===== src/core/bf_pkg.sv =====
package bf_pkg;
  // ---------------------------------------------------------------
  // clock and timing
  // ---------------------------------------------------------------
  localparam int unsigned CLK_FREQ_HZ     = 20_000_000;
  localparam int unsigned TICK_MS         = 10;
  localparam int unsigned TICK_CYCLES_DEF = CLK_FREQ_HZ / 1000 * TICK_MS;
  localparam int unsigned TICK_CNT_W      = 18;
  // delay in ticks of 10 ms: 0.06 s .. 60.00 s, default 0.25 s
  localparam int unsigned DELAY_W         = 13;
  localparam logic [12:0] DELAY_MIN       = 13'h0006;
  localparam logic [12:0] DELAY_MAX       = 13'h1770;
  localparam logic [12:0] DELAY_RST       = 13'h0019;

  // ---------------------------------------------------------------
  // register map (byte addresses)
  // ---------------------------------------------------------------
  localparam logic [7:0] CTRL_OFS     = 8'h00;
  localparam logic [7:0] DELAY_OFS    = 8'h04;
  localparam logic [7:0] STATUS_OFS   = 8'h08;
  localparam logic [7:0] IRQ_STAT_OFS = 8'h0C;
  localparam logic [7:0] IRQ_MASK_OFS = 8'h10;

  // control fields
  localparam int unsigned CFG_EN_BIT   = 0;
  localparam int unsigned FN_ON_BIT    = 1;
  localparam int unsigned CHK_BIT      = 2;
  localparam int unsigned AUX_LSB      = 3;
  localparam int unsigned RETRIP_BIT   = 5;
  localparam logic [5:0]  CTRL_RST     = 6'h00;
  localparam logic [3:0]  IRQ_MASK_RST = 4'h0;

  // auxiliary contact wiring
  typedef enum logic [1:0] {
    AUX_BOTH, AUX_NO_ONLY, AUX_NC_ONLY, AUX_NONE
  } aux_mode_t;
endpackage : bf_pkg


===== src/core/delay_timer_if.sv =====
interface delay_timer_if;
  logic        run;
  logic        tick;
  logic [12:0] delay;
  logic        pickup;
  logic        trip;

  modport timer (input run, input tick, input delay, output pickup, output trip);
  modport ctrl  (output run, output tick, output delay, input pickup, input trip);
endinterface : delay_timer_if


===== src/core/source_delay_timer.sv =====
module source_delay_timer
  import bf_pkg::*;
(
  // clock and reset
  input  wire logic     mclk_i,
  input  wire logic     rst_n_i,
  // timer link
  delay_timer_if.timer  tmr
);

  typedef struct packed {
    logic [12:0] count;
    logic        pickup;
    logic        trip;
  } tmr_state_t;

  tmr_state_t st_ff;
  tmr_state_t nxt_st;

  always_comb begin
    nxt_st = st_ff;
    if (!tmr.run) begin
      nxt_st = '0;
    end else if (!st_ff.pickup) begin
      nxt_st.pickup = 1'b1;
      nxt_st.count  = tmr.delay;
    end else if (!st_ff.trip && tmr.tick) begin
      if (st_ff.count <= 13'h0001) begin
        nxt_st.trip  = 1'b1;
        nxt_st.count = 13'h0000;
      end else begin
        nxt_st.count = st_ff.count - 13'h0001;
      end
    end
  end

  always_ff @(posedge mclk_i or negedge rst_n_i) begin
    if (!rst_n_i) begin
      st_ff <= '0;
    end else begin
      st_ff <= nxt_st;
    end
  end

  assign tmr.pickup = st_ff.pickup;
  assign tmr.trip   = st_ff.trip;

endmodule : source_delay_timer


===== src/core/breaker_failure_monitor.sv =====
// Contract
// - Initiation raises a pickup and starts the delay; expiry raises the trip.
// - Internal and external sources each have own pickup, timer and trip, plus a common trip.
// - The current criterion holds when any of the three phase flags is set.
// - Contact wiring may be both contacts, normally-open only, normally-closed only or none.
// - With contact check on, current and contacts judge the breaker; off, current only.
// - If the criterion that picked up fails before expiry, the timer resets without a trip; the code resets only once current and checked contacts both fail.
// - The external initiate must stay high the whole delay, else that source resets.
// - The function has an on/off setting, a block input and off/blocked/active status.
// - The delay is settable from 0.06 s to 60.00 s and defaults to 0.25 s.
// - With the configuration enable cleared the function has no effect.
// - Normally-open input low means breaker open; normally-closed low means closed.
// - Pickup of either source may be routed to the own breaker retrip output.
// - Breaker state seen by the contacts before initiation is used in the decision.
//
// The AHB-Lite interface to the registers and the register offsets were left to the implementer.
module breaker_failure_monitor
  import bf_pkg::*;
#(
  parameter int unsigned TICK_CYCLES = TICK_CYCLES_DEF
) (
  // clock and reset
  input  wire logic        mclk_i,
  input  wire logic        arst_n_i,
  // ahb-lite slave
  input  wire logic        hsel_i,
  input  wire logic [31:0] haddr_i,
  input  wire logic [1:0]  htrans_i,
  input  wire logic        hwrite_i,
  input  wire logic [2:0]  hsize_i,
  input  wire logic [31:0] hwdata_i,
  input  wire logic        hready_i,
  output logic      [31:0] hrdata_o,
  output logic             hreadyout_o,
  output logic             hresp_o,
  // plant and initiation inputs
  input  wire logic [2:0]  phase_over_i,
  input  wire logic        internal_initiate_i,
  input  wire logic        external_initiate_input_i,
  input  wire logic        block_input_i,
  input  wire logic        aux_no_i,
  input  wire logic        aux_nc_i,
  // indications and trips
  output logic             internal_source_pickup_o,
  output logic             external_source_pickup_o,
  output logic             internal_source_trip_o,
  output logic             external_source_trip_o,
  output logic             common_failure_trip_o,
  output logic             own_breaker_retrip_o,
  output logic             status_switched_off_o,
  output logic             status_blocked_o,
  output logic             status_active_o,
  output logic             irq_o
);

  // ---------------------------------------------------------------
  // state
  // ---------------------------------------------------------------
  localparam logic [TICK_CNT_W-1:0] TICK_LAST = TICK_CNT_W'(TICK_CYCLES - 1);

  typedef struct packed {
    logic                  cfg_en;
    logic                  fn_on;
    logic                  chk;
    aux_mode_t             aux_mode;
    logic                  retrip_en;
    logic [12:0]           delay;
    logic [3:0]            irq_stat;
    logic [3:0]            irq_mask;
    logic [TICK_CNT_W-1:0] div;
    logic                  tick;
    logic                  ap_wr;
    logic [7:0]            ap_addr;
    logic [31:0]           rdata;
    logic                  init_int_d;
    logic                  init_ext_d;
    logic                  pre_int;
    logic                  pre_ext;
    logic [3:0]            ev_prev;
    logic                  common_trip;
    logic                  retrip;
    logic                  st_off;
    logic                  st_blk;
    logic                  st_act;
  } bf_state_t;

  bf_state_t  st_ff;
  bf_state_t  nxt_st;
  logic [1:0] rst_sync_ff;
  logic       rst_n;

  delay_timer_if int_tmr ();
  delay_timer_if ext_tmr ();

  // ---------------------------------------------------------------
  // helpers
  // ---------------------------------------------------------------
  function automatic logic [12:0] clamp_delay(input logic [12:0] d);
    if (d < DELAY_MIN) begin
      return DELAY_MIN;
    end else if (d > DELAY_MAX) begin
      return DELAY_MAX;
    end
    return d;
  endfunction : clamp_delay

  // breaker still closed as judged by current, and by contacts if checked
  function automatic logic still_closed(input logic cur, input logic chk,
                                        input logic cont_ok, input logic pre);
    return cur | (chk & cont_ok & pre);
  endfunction : still_closed

  function automatic logic [31:0] read_mux(input bf_state_t s, input logic [7:0] a,
                                           input logic [3:0] live);
    logic [31:0] r;
    r = 32'h0000_0000;
    unique case (a)
      CTRL_OFS:     r[5:0]  = {s.retrip_en, s.aux_mode, s.chk, s.fn_on, s.cfg_en};
      DELAY_OFS:    r[12:0] = s.delay;
      STATUS_OFS:   r[7:0]  = {s.st_act, s.st_blk, s.st_off, s.common_trip, live};
      IRQ_STAT_OFS: r[3:0]  = s.irq_stat;
      IRQ_MASK_OFS: r[3:0]  = s.irq_mask;
      default:      r       = 32'h0000_0000;
    endcase
    return r;
  endfunction : read_mux

  // ---------------------------------------------------------------
  // reset release
  // ---------------------------------------------------------------
  always_ff @(posedge mclk_i or negedge arst_n_i) begin
    if (!arst_n_i) begin
      rst_sync_ff <= 2'h0;
    end else begin
      rst_sync_ff <= {rst_sync_ff[0], 1'b1};
    end
  end
  assign rst_n = rst_sync_ff[1];

  // ---------------------------------------------------------------
  // breaker judgement
  // ---------------------------------------------------------------
  logic       on_cfg;
  logic       active;
  logic       cur_met;
  logic       cont_closed;
  logic       cont_used;
  logic       int_rise;
  logic       ext_rise;
  logic       pre_int_now;
  logic       pre_ext_now;
  logic [3:0] live;
  logic [3:0] events;
  logic       ap_take;

  assign on_cfg  = st_ff.cfg_en & st_ff.fn_on;
  assign active  = on_cfg & ~block_input_i;
  assign cur_met = |phase_over_i;

  // no high while closed, nc high while open
  always_comb begin
    cont_closed = 1'b0;
    cont_used   = 1'b1;
    unique case (st_ff.aux_mode)
      AUX_BOTH:    cont_closed = aux_no_i | ~aux_nc_i;
      AUX_NO_ONLY: cont_closed = aux_no_i;
      AUX_NC_ONLY: cont_closed = ~aux_nc_i;
      AUX_NONE:    cont_used   = 1'b0;
    endcase
  end

  // contact state caught at initiation; a breaker already open then
  // cannot hold the scheme up through a stuck contact afterwards
  assign int_rise    = internal_initiate_i & ~st_ff.init_int_d;
  assign ext_rise    = external_initiate_input_i & ~st_ff.init_ext_d;
  assign pre_int_now = int_rise ? cont_closed : st_ff.pre_int;
  assign pre_ext_now = ext_rise ? cont_closed : st_ff.pre_ext;

  assign int_tmr.run = active & internal_initiate_i
                     & still_closed(cur_met, st_ff.chk, cont_used & cont_closed, pre_int_now);
  assign ext_tmr.run = active & external_initiate_input_i
                     & still_closed(cur_met, st_ff.chk, cont_used & cont_closed, pre_ext_now);
  assign int_tmr.tick  = st_ff.tick;
  assign ext_tmr.tick  = st_ff.tick;
  assign int_tmr.delay = st_ff.delay;
  assign ext_tmr.delay = st_ff.delay;

  source_delay_timer u_int_tmr (
    .mclk_i  (mclk_i),
    .rst_n_i (rst_n),
    .tmr     (int_tmr.timer)
  );

  source_delay_timer u_ext_tmr (
    .mclk_i  (mclk_i),
    .rst_n_i (rst_n),
    .tmr     (ext_tmr.timer)
  );

  assign live    = {ext_tmr.trip, int_tmr.trip, ext_tmr.pickup, int_tmr.pickup};
  assign events  = live & ~st_ff.ev_prev;
  assign ap_take = hsel_i & htrans_i[1] & hready_i;

  // ---------------------------------------------------------------
  // next state
  // ---------------------------------------------------------------
  always_comb begin
    nxt_st = st_ff;
    // tick divider
    nxt_st.tick = 1'b0;
    if (st_ff.div == TICK_LAST) begin
      nxt_st.div  = '0;
      nxt_st.tick = 1'b1;
    end else begin
      nxt_st.div = st_ff.div + TICK_CNT_W'(1);
    end
    nxt_st.init_int_d = internal_initiate_i;
    nxt_st.init_ext_d = external_initiate_input_i;
    nxt_st.pre_int    = pre_int_now;
    nxt_st.pre_ext    = pre_ext_now;
    nxt_st.ev_prev    = live;
    // outputs
    nxt_st.common_trip = int_tmr.trip | ext_tmr.trip;
    nxt_st.retrip      = st_ff.retrip_en & (int_tmr.pickup | ext_tmr.pickup);
    nxt_st.st_off      = ~on_cfg;
    nxt_st.st_blk      = on_cfg & block_input_i;
    nxt_st.st_act      = active;
    // data phase write
    nxt_st.irq_stat = st_ff.irq_stat;
    if (st_ff.ap_wr) begin
      unique case (st_ff.ap_addr)
        CTRL_OFS: begin
          nxt_st.cfg_en    = hwdata_i[CFG_EN_BIT];
          nxt_st.fn_on     = hwdata_i[FN_ON_BIT];
          nxt_st.chk       = hwdata_i[CHK_BIT];
          nxt_st.aux_mode  = aux_mode_t'(hwdata_i[AUX_LSB +: 2]);
          nxt_st.retrip_en = hwdata_i[RETRIP_BIT];
        end
        DELAY_OFS:    nxt_st.delay    = clamp_delay(hwdata_i[12:0]);
        IRQ_STAT_OFS: nxt_st.irq_stat = st_ff.irq_stat & ~hwdata_i[3:0];
        IRQ_MASK_OFS: nxt_st.irq_mask = hwdata_i[3:0];
        default:      nxt_st.irq_stat = st_ff.irq_stat;
      endcase
    end
    // set beats a same-cycle clear
    nxt_st.irq_stat = nxt_st.irq_stat | events;
    // address phase
    nxt_st.ap_wr = 1'b0;
    if (ap_take) begin
      nxt_st.ap_wr   = hwrite_i;
      nxt_st.ap_addr = haddr_i[7:0] & {8{haddr_i[31:8] == 24'h000000}};
      if (haddr_i[31:8] != 24'h000000) begin
        nxt_st.ap_addr = 8'hFF;
      end
      if (!hwrite_i) begin
        nxt_st.rdata = (haddr_i[31:8] == 24'h000000)
                     ? read_mux(st_ff, haddr_i[7:0], live) : 32'h0000_0000;
      end
    end
  end

  always_ff @(posedge mclk_i or negedge rst_n) begin
    if (!rst_n) begin
      st_ff           <= '0;
      st_ff.cfg_en    <= CTRL_RST[CFG_EN_BIT];
      st_ff.fn_on     <= CTRL_RST[FN_ON_BIT];
      st_ff.delay     <= DELAY_RST;
      st_ff.irq_mask  <= IRQ_MASK_RST;
      st_ff.aux_mode  <= AUX_BOTH;
      st_ff.st_off    <= 1'b1;
    end else begin
      st_ff <= nxt_st;
    end
  end

  // ---------------------------------------------------------------
  // outputs
  // ---------------------------------------------------------------
  assign hrdata_o                 = st_ff.rdata;
  assign hreadyout_o              = 1'b1;
  assign hresp_o                  = 1'b0;
  assign internal_source_pickup_o = int_tmr.pickup;
  assign external_source_pickup_o = ext_tmr.pickup;
  assign internal_source_trip_o   = int_tmr.trip;
  assign external_source_trip_o   = ext_tmr.trip;
  assign common_failure_trip_o    = st_ff.common_trip;
  assign own_breaker_retrip_o     = st_ff.retrip;
  assign status_switched_off_o    = st_ff.st_off;
  assign status_blocked_o         = st_ff.st_blk;
  assign status_active_o          = st_ff.st_act;
  assign irq_o                    = |(st_ff.irq_stat & st_ff.irq_mask);
endmodule : breaker_failure_monitor


===== config.mk =====
export PLATFORM = sky130hd
export DESIGN_NAME = breaker_failure_monitor
export DESIGN_NICKNAME = d
export VERILOG_FILES = /design/src/core/bf_pkg.sv /design/src/core/delay_timer_if.sv /design/src/core/source_delay_timer.sv /design/src/core/breaker_failure_monitor.sv
export SDC_FILE = /design/constraint.sdc
export NUM_CORES = 1
export LEC_CHECK = 0
export BUFFER_PORTS_ARGS = -buffer_cell sky130_fd_sc_hd__buf_2
export CAP_MARGIN = 20
export CORE_ASPECT_RATIO = 0.75
export CORE_MARGIN = 2
export CORE_UTILIZATION = 50
export CTS_BUF_LIST = sky130_fd_sc_hd__clkbuf_4 sky130_fd_sc_hd__clkbuf_8 sky130_fd_sc_hd__clkbuf_16
export CTS_CLUSTER_DIAMETER = 150
export DETAILED_ROUTE_END_ITERATION = 8
export GPL_TIMING_DRIVEN = 0
export PLACE_DENSITY = 0.77
export SYNTH_ARGS = -nofsm -noshare
export SYNTH_HDL_FRONTEND = slang
export SYNTH_SLANG_ARGS = --single-unit

===== constraint.sdc =====
create_clock -name mclk_i -period 3.15 [get_ports mclk_i]
set_input_delay 0.4725 -clock mclk_i [delete_from_list [all_inputs] [get_ports mclk_i]]
set_output_delay 0.4725 -clock mclk_i [all_outputs]
set_load 0.005 [all_outputs]

==> results of run 1 <==
cell usage after synthesis (7+ instances only):
| cell | number | share of area |
|---|---|---|
| or3_1 | 7 | 0.0074 |
| mux2i_1 | 8 | 0.014 |
| a22o_1 | 12 | 0.018 |
| inv_1 | 16 | 0.010 |
| o21ai_0 | 17 | 0.014 |
| nand2_1 | 46 | 0.029 |
| nor2b_1 | 20 | 0.021 |
| mux2_2 | 17 | 0.033 |
| a21oi_1 | 34 | 0.029 |
| xor2_1 | 8 | 0.012 |
| dfrtp_1 | 109 | 0.46 |
| xnor2_1 | 8 | 0.012 |
| nor4_1 | 17 | 0.018 |
| nand2b_1 | 11 | 0.012 |
| nand3_1 | 25 | 0.021 |
| buf_4 | 34 | 0.043 |
| a31oi_1 | 14 | 0.015 |
| nor2_1 | 54 | 0.034 |
| clkbuf_1 | 20 | 0.013 |
| nor3_1 | 15 | 0.013 |
| and3_1 | 11 | 0.012 |
what timing repair did:
action,4_1_cts,5_1_grt
hold buffers,1,0
hold endpoints to repair,2,0
buffers inserted,0,0
area by class of cell:
| cell class | instances | area [um2] | area share |
|---|---|---|---|
| flip-flops and latches | 113 | 2840 | 0.392 |
| multi-input cells | 432 | 2720 | 0.376 |
| clock inverters | 11 | 160 | 0.0221 |
| clock buffers | 21 | 468 | 0.0646 |
| well taps | 162 | 203 | 0.0280 |
| plain buffers | 57 | 345 | 0.0477 |
| repair buffers | 83 | 443 | 0.0612 |
| inverters | 16 | 60.1 | 0.00830 |
stage by stage:
step | hold WS [ns] | util | power, mW
floorplan | 0.177 | - | 1.64
global placement | 0.259 | 0.570 | 1.72
detailed placement | 0.261 | 0.573 | 1.73
CTS | 0.193 | 0.628 | 3.76
global route | 0.194 | 0.628 | 3.85
finish | 0.206 | 0.628 | 3.74
sequential cells by signal (all words and copies together), names as in the netlist, 2 cells and up:
signal	flops
ext_tmr.delay	13
hrdata_o	13
rst_sync_ff	2
st_ff	49
u_ext_tmr.st_ff	13
u_int_tmr.st_ff	13
worst max-delay path, delay by kind of cell (launching register included):
kind / cells / cell delay, ns
flops: 1 / 0.41
simple gates: 3 / 1.18
compound gates: 2 / 0.67
cell usage in the layout, fill, tap and decap left out, types with 16 or more instances in the layout:
| cell type | n |
|---|---|
| nor4_1 | 17 |
| clkbuf_16 | 17 |
| clkbuf_1 | 20 |
| buf_2 | 84 |
| buf_4 | 34 |
| inv_1 | 16 |
| o21ai_0 | 17 |
| nor2b_1 | 20 |
| nand3_1 | 25 |
| mux2_2 | 17 |
| a21oi_1 | 34 |
| nand2_1 | 46 |
| nor2_1 | 54 |
| conb_1 | 22 |
| dfrtp_1 | 108 |
report_power, final:
group	total (mW)	switching, mW	leakage [nW]	internal, mW
clock	2.03	0.659	0.309	1.37
sequential	1.52	0.0406	1.45	1.48
combinational	0.194	0.0990	1.61	0.0951
worst max-delay path by stage:
stage / depth (start not counted) / end / startpoint / slack (ns)
global placement: 0 / u_int_tmr.st_ff[8]$_DFFE_PN0P_ / rst_sync_ff[1]$_DFF_PN0_ / 0.66
CTS: 6 / ext_tmr.delay[3]$_DFFE_PN1P_ / st_ff[50]$_DFFE_PN0P_ / 0.79
floorplan: 6 / ext_tmr.delay[11]$_DFFE_PN0P_ / st_ff[50]$_DFFE_PN0P_ / 1.06
global route: 5 / u_ext_tmr.st_ff[5]$_DFFE_PN0P_ / u_ext_tmr.st_ff[10]$_DFFE_PN0P_ / 0.62
detailed placement: 8 / hrdata_o[10]$_DFFE_PN0P_ / hready_i / 0.56
finish: 5 / u_ext_tmr.st_ff[5]$_DFFE_PN0P_ / u_ext_tmr.st_ff[12]$_DFFE_PN0P_ / 0.75
per-layer routing:
layer / track usage / part of all wire / up-vias
met2: 0.379 / 0.45 / 214
li1: - / - / 2358
met3: 0.0685 / 0.075 / 26
met4: 0.0661 / 0.013 / 0
met5: 0 / 0 / -
met1: 0.366 / 0.46 / 2497
kinds of logic after synthesis:
logic type	Yosys count	synth area share
buf+inv	73	0.0689
mux	29	0.0614
xor+xnor	16	0.0238
compound gates	118	0.136
flops	113	0.481
simple gates	242	0.217
other cells	2	0.00128
fa+ha+maj	5	0.0106
==> impl_metrics.py, run 1 <==
metrics = {
    "worst_hold_path": {
        "hp-class": "in2reg",
        "min_from": "external_initiate_input_i",
        "whs_endpoint": "st_ff[11]$_DFF_PN0_",
        "whs_path_depth": 1,
    },
    "clock_tree": {
        "cts_tree": "done",
        "cts_buffers": 17,
        "clkSinkCount": 113,
        "cts_max_level": 4,
        "cts-resized-gates": 0,
        "clk_path_buf_depth": 2,
        "clock_latency_ns": 0.42,
        "clk_pin_slew_ns": 0.05,
        "cts_root_buf": "clkbuf_16",
    },
    "timing": {
        "final_hold_viol_count": 0,
        "rsz0062_at_grt": "false",
        "finalCriticalPeriod_ns": 2.40,
        "finalSetupTns_ns": 0,
        "relSlewSlack": 0.384,
        "fmax_mhz": 417,
        "final.setup_skew_ns": 0.00996,
        "period_share": 0.761,
        "worstMarginPinSlew_ns": 0.912,
        "drv_slew": 0,
        "setup_viol_count_final": 0,
        "fin_ws_ns": 0.752,
    },
    "worst_setup_path": {
        "critical_path.slowest_cell": "nor4bb_1",
        "reg2reg_to": "u_ext_tmr.st_ff[5]$_DFFE_PN0P_",
        "critPathArrivalTime_ns": 2.67,
        "r2r_cells": 5,
        "rrSetupSlack_ns": 0.75,
        "r2r_start": "u_ext_tmr.st_ff[12]$_DFFE_PN0P_",
        "slowest_delay_ns": 0.64,
        "critPathKind": "reg2reg",
        "crit_required_ns": 3.43,
        "path_cells": "nor4_1 -> nor4bb_1 -> a21boi_0 -> a221oi_1 -> nor2_1",
        "worst_setup_path_start_kind": "register",
        "crit_fanout": 5,
        "critPathCaptureType": "register",
    },
    "logic_synthesis": {
        "netlist_instances": 598,
        "synth-async-reset-ratio": 1.00,
        "synth_cell_types": 62,
        "synth.yosys.seq_area_share": 0.481,
        "ys_ff_latch": 113,
        "syn_area_per_cell_um2": 9.84,
        "ys_warn_count": 0,
        "synth_area_um2": 5890,
        "ys.flop_type": "dfrtp_1",
        "synth_edf_count": 0,
    },
    "global_routing": {
        "antenna_found_initial": 0,
        "grt_pass1_wl_mm": 24.6,
        "grtUsageTotal": 0.253,
        "grt_max_degree": 75,
        "grt_overflow": 0,
        "grt_pass1_vias": 4717,
    },
    "layout": {
        "n_fill_cell": 923,
        "diodes": 0,
        "nets": 807,
        "fin_cells": 895,
        "final_area_um2": 7240,
        "drive_gt1_frac": 0.256,
        "area_growth_pct": 23.0,
    },
    "place": {
        "pre_cts_ws_ns": 0.564,
        "hpwl_mm": 11.1,
        "post_dp_cell_area_um2": 6600,
        "place_inst": 862,
        "port_buffers": 81,
        "gp_congestion": 0.942,
    },
    "run_status": {
        "status": "complete, no violations",
    },
    "die": {
        "coreArea_um2": 11500,
        "die_x_um": 129,
        "chipHeight_um": 98.0,
        "die_area_um2": 12700,
        "initial_utilization": 0.511,
        "rows": 34,
        "pin_count": 126,
    },
    "route": {
        "remaining_drc_errors": 0,
        "via_per_inst": 5.69,
        "wirelength_mm": 15.5,
        "wire_per_inst_um": 17.3,
        "ant_nets": 0,
        "drt_iter0_markers": 517,
        "vias": 5095,
        "dr.pass1.iters": 6,
    },
    "pwr": {
        "peakVddDrop_v": 0.000316,
        "leakage_nw": 3.37,
        "p_per_area_nw_per_um2": 517,
    },
    "flow_run": {
        "cap_violations": 0,
    },
}
(Power assumes the default switching activity.)
==> run 2: changes to the inputs <==
ABC_AREA = 1   (was default)
CORE_UTILIZATION = 56   (was 50)
PLACE_DENSITY = 0.81   (was 0.77)
clock period = 2.3 ns   (was 3.15 ns; I/O delays follow)
==> run 2 against run 1 <==
Net effect:
- first-iteration DRC count is 5.2% higher
- sequential share of layout area is 3.4 points lower
- final cell count is 33% higher
- highest routed layer unchanged
==> impl_metrics.py, run 2 <==
metrics = {
    "run_status": {
        "status": "complete, no violations",
    },
    "logic_synthesis": {
        "synth.yosys.seq_area_share": 0.427,
        "post-synth-top-area-cell": "dfrtp_1",
        "ys_warn_count": 0,
        "synth_area_leaders": "dfrtp_1, nand2_1, inv_1",
        "synthXorXnorAreaFrac": 0.0304,
        "synth_edf_count": 0,
        "synth_commonest_cells": "nand2_1, dfrtp_1, inv_1",
        "ys_ff_latch": 113,
        "ys.flop_type": "dfrtp_1",
        "synth.most_common_cell": "nand2_1",
        "netlist_instances": 896,
        "synth-async-reset-ratio": 1.00,
        "synth_compound_area_frac": 0.0800,
        "synth_mux_area_frac": 0,
        "synth_area_um2": 6630,
        "synth_top_family_by_area": "simple AND/OR/NAND/NOR gates",
        "synth_cell_types": 41,
        "syn_area_per_cell_um2": 7.40,
        "synthSimpleGateAreaFrac": 0.335,
        "synth.top_cell.area_share": 0.411,
        "synth_adder_area_share": 0.00943,
    },
    "worst_setup_path": {
        "critPathKind": "reg2reg",
        "worst_setup_path_start_kind": "register",
        "crit_fanout": 6,
        "critPathArrivalTime_ns": 2.07,
        "critPathCaptureType": "register",
        "r2r_start": "st_ff[99]$_DFFE_PN0P_",
        "r2r_cells": 6,
        "crit_required_ns": 2.65,
        "reg2reg_to": "u_ext_tmr.st_ff[7]$_DFFE_PN0P_",
        "rrSetupSlack_ns": 0.58,
    },
    "timing": {
        "whs_ns": 0.0733,
        "relSlewSlack": 0.586,
        "worstMarginPinSlew_ns": 0.621,
        "drv_slew": 0,
        "final.setup_skew_ns": 0.00669,
        "rsz0062_at_grt": "false",
        "setup_viol_count_final": 0,
        "period_share": 0.746,
        "finalCriticalPeriod_ns": 1.72,
        "fmax_mhz": 583,
        "final_hold_viol_count": 0,
    },
    "die": {
        "pin_count": 126,
        "chipHeight_um": 98.3,
        "rows": 34,
        "die_area_um2": 12700,
        "die_x_um": 130,
        "coreArea_um2": 11600,
        "initial_utilization": 0.573,
    },
    "layout": {
        "largest_register_ffs": 49,
        "diodes": 0,
        "regMostFlops": "st_ff",
        "final_common_cell": "nand2_1",
        "fin_cells": 1193,
        "post-route-util": 0.685,
        "final_cell_mix": "nand2_1, inv_1, dfrtp_1, nor2_1, buf_2",
        "area_growth_pct": 19.6,
        "nets": 1105,
        "drive_gt1_frac": 0.223,
    },
    "clock_tree": {
        "clk_path_buf_depth": 2,
        "clock_latency_ns": 0.41,
        "clkSinkCount": 113,
        "post_cts_buffers": 0,
        "clk_pin_slew_ns": 0.05,
        "cts_tree": "done",
        "cts_max_level": 4,
        "cts_buffers": 17,
        "cts_root_buf": "clkbuf_16",
    },
    "pwr": {
        "clockPowerShare": 0.480,
        "switchingPower_mw": 1.32,
        "finalPower_mw": 5.25,
        "peakVddDrop_v": 0.000518,
        "comb_power_share": 0.112,
        "p_per_area_nw_per_um2": 662,
        "p_int_mw": 3.93,
        "power_frac_seq": 0.409,
        "leakage_nw": 4.41,
        "p_sw_frac": 0.252,
    },
    "worst_hold_path": {
        "whs_path_depth": 1,
        "whs_endpoint": "st_ff[12]$_DFF_PN0_",
        "hp-class": "in2reg",
        "min_from": "internal_initiate_i",
    },
    "flow_run": {
        "cap_violations": 0,
    },
    "global_routing": {
        "grtUsageTotal": 0.274,
        "grt_pass1_wl_mm": 27.2,
        "met1_usage": 0.405,
        "grt_overflow": 0,
        "grt_use_met2": 0.400,
        "grt_max_degree": 66,
        "top_usage_layer": "met1",
        "grt_pass1_vias": 5672,
        "antenna_found_initial": 0,
        "met3_usage": 0.0636,
    },
    "route": {
        "vias": 6028,
        "ant_nets": 0,
        "via_per_inst": 5.05,
        "wirelength_mm": 16.2,
        "wire_per_inst_um": 13.6,
        "drt_iter0_markers": 544,
        "remaining_drc_errors": 0,
        "dr.pass1.iters": 5,
    },
    "place": {
        "hpwl_mm": 12.0,
        "gp_congestion": 0.934,
        "port_buffers": 81,
        "place_inst": 1160,
    },
}
-- run 2: changes by cell type after synthesis, moves of 13 or more --
cell	delta
inv_2	+13
inv_1	+93
mux2_2	-17
clkbuf_1	-17
nor2b_1	-20
o21ai_0	+34
nand3_1	+45
nor2_2	+22
a31oi_1	-14
o21ai_1	+13
nor4_1	-14
a21oi_1	-13
nand2_1	+195
nor2_1	+48
-- run 2: cell type report --
cell class	instances	area (um2)
sequential	113	2840
clock buffer	26	518
multi-input combinational	635	3100
timing repair buffer	83	443
tap	162	203
clock inverter	6	55.1
fill	969	3640
buffer	44	313
inverter	124	467
-- run 2: power by group through the flow --
stage	clock network, mW	registers [mW]	logic, mW
finish	2.52	2.15	0.587
global route	2.65	2.16	0.662
CTS	2.55	2.15	0.581
detailed placement	0	2.18	0.572
global placement	0	2.20	0.533
floorplan	0	2.17	0.393
-- run 2: timing repair --
action                    4_1_cts  5_1_grt
resized for setup               0        0
hold endpoints to repair        2        0
hold buffers                    1        0
-- run 2: worst max path at each step --
| stage | from | endpoint | slack [ns] | cells past startpoint |
|---|---|---|---|---|
| detailed placement | block_input_i | u_ext_tmr.st_ff[2]$_DFFE_PN0P_ | 0.63 | 8 |
| global route | st_ff[99]$_DFFE_PN0P_ | u_ext_tmr.st_ff[2]$_DFFE_PN0P_ | 0.52 | 6 |
| floorplan | rst_sync_ff[1]$_DFF_PN0_ | common_failure_trip_o$_DFF_PN0_ | 0.41 | 0 |
| CTS | st_ff[99]$_DFFE_PN0P_ | u_ext_tmr.st_ff[8]$_DFFE_PN0P_ | 0.71 | 6 |
| global placement | rst_sync_ff[1]$_DFF_PN0_ | u_int_tmr.st_ff[14]$_DFFE_PN0P_ | -0.22 | 0 |
| finish | st_ff[99]$_DFFE_PN0P_ | u_ext_tmr.st_ff[7]$_DFFE_PN0P_ | 0.58 | 6 |
-- run 2: routing by layer --
metal | part of all wire | up-vias
met5 | 0 | -
li1 | - | 3009
met1 | 0.46 | 2713
met4 | 0.010 | 0
met3 | 0.10 | 25
met2 | 0.43 | 281
-- run 2: critical path: stages, from the launching register on --
cell and delay [ns]:
dfrtp_1 0.42, nand3_1 0.25, nor2_1 0.34, nand3_1 0.33, nor2_1 0.18, nand2_1 0.08, nand2_1 0.06
-- run 2: cells by family (layout without fill, tap and decap cells) --
family,after synthesis,in the layout
AOI/OAI and AO/OA,99,99
buffers and inverters,168,283
and+or+nand+nor,486,486
other,2,22
DFF,113,113
xor gates and xnor gates,23,23
adders and majority gates,5,5
-- run 2: per-stage QoR --
step / TNS, ns / cell area (um2) / worst slack (ns)
3_5_place_dp: 0 / 7350 / 0.625
5_1_grt: 0 / 7930 / 0.523
2_1_floorplan: 0 / 6710 / 0.414
6_report: 0 / 7930 / 0.583
4_1_cts: 0 / 7930 / 0.709
3_3_place_gp: -23.26 / 7320 / -0.223
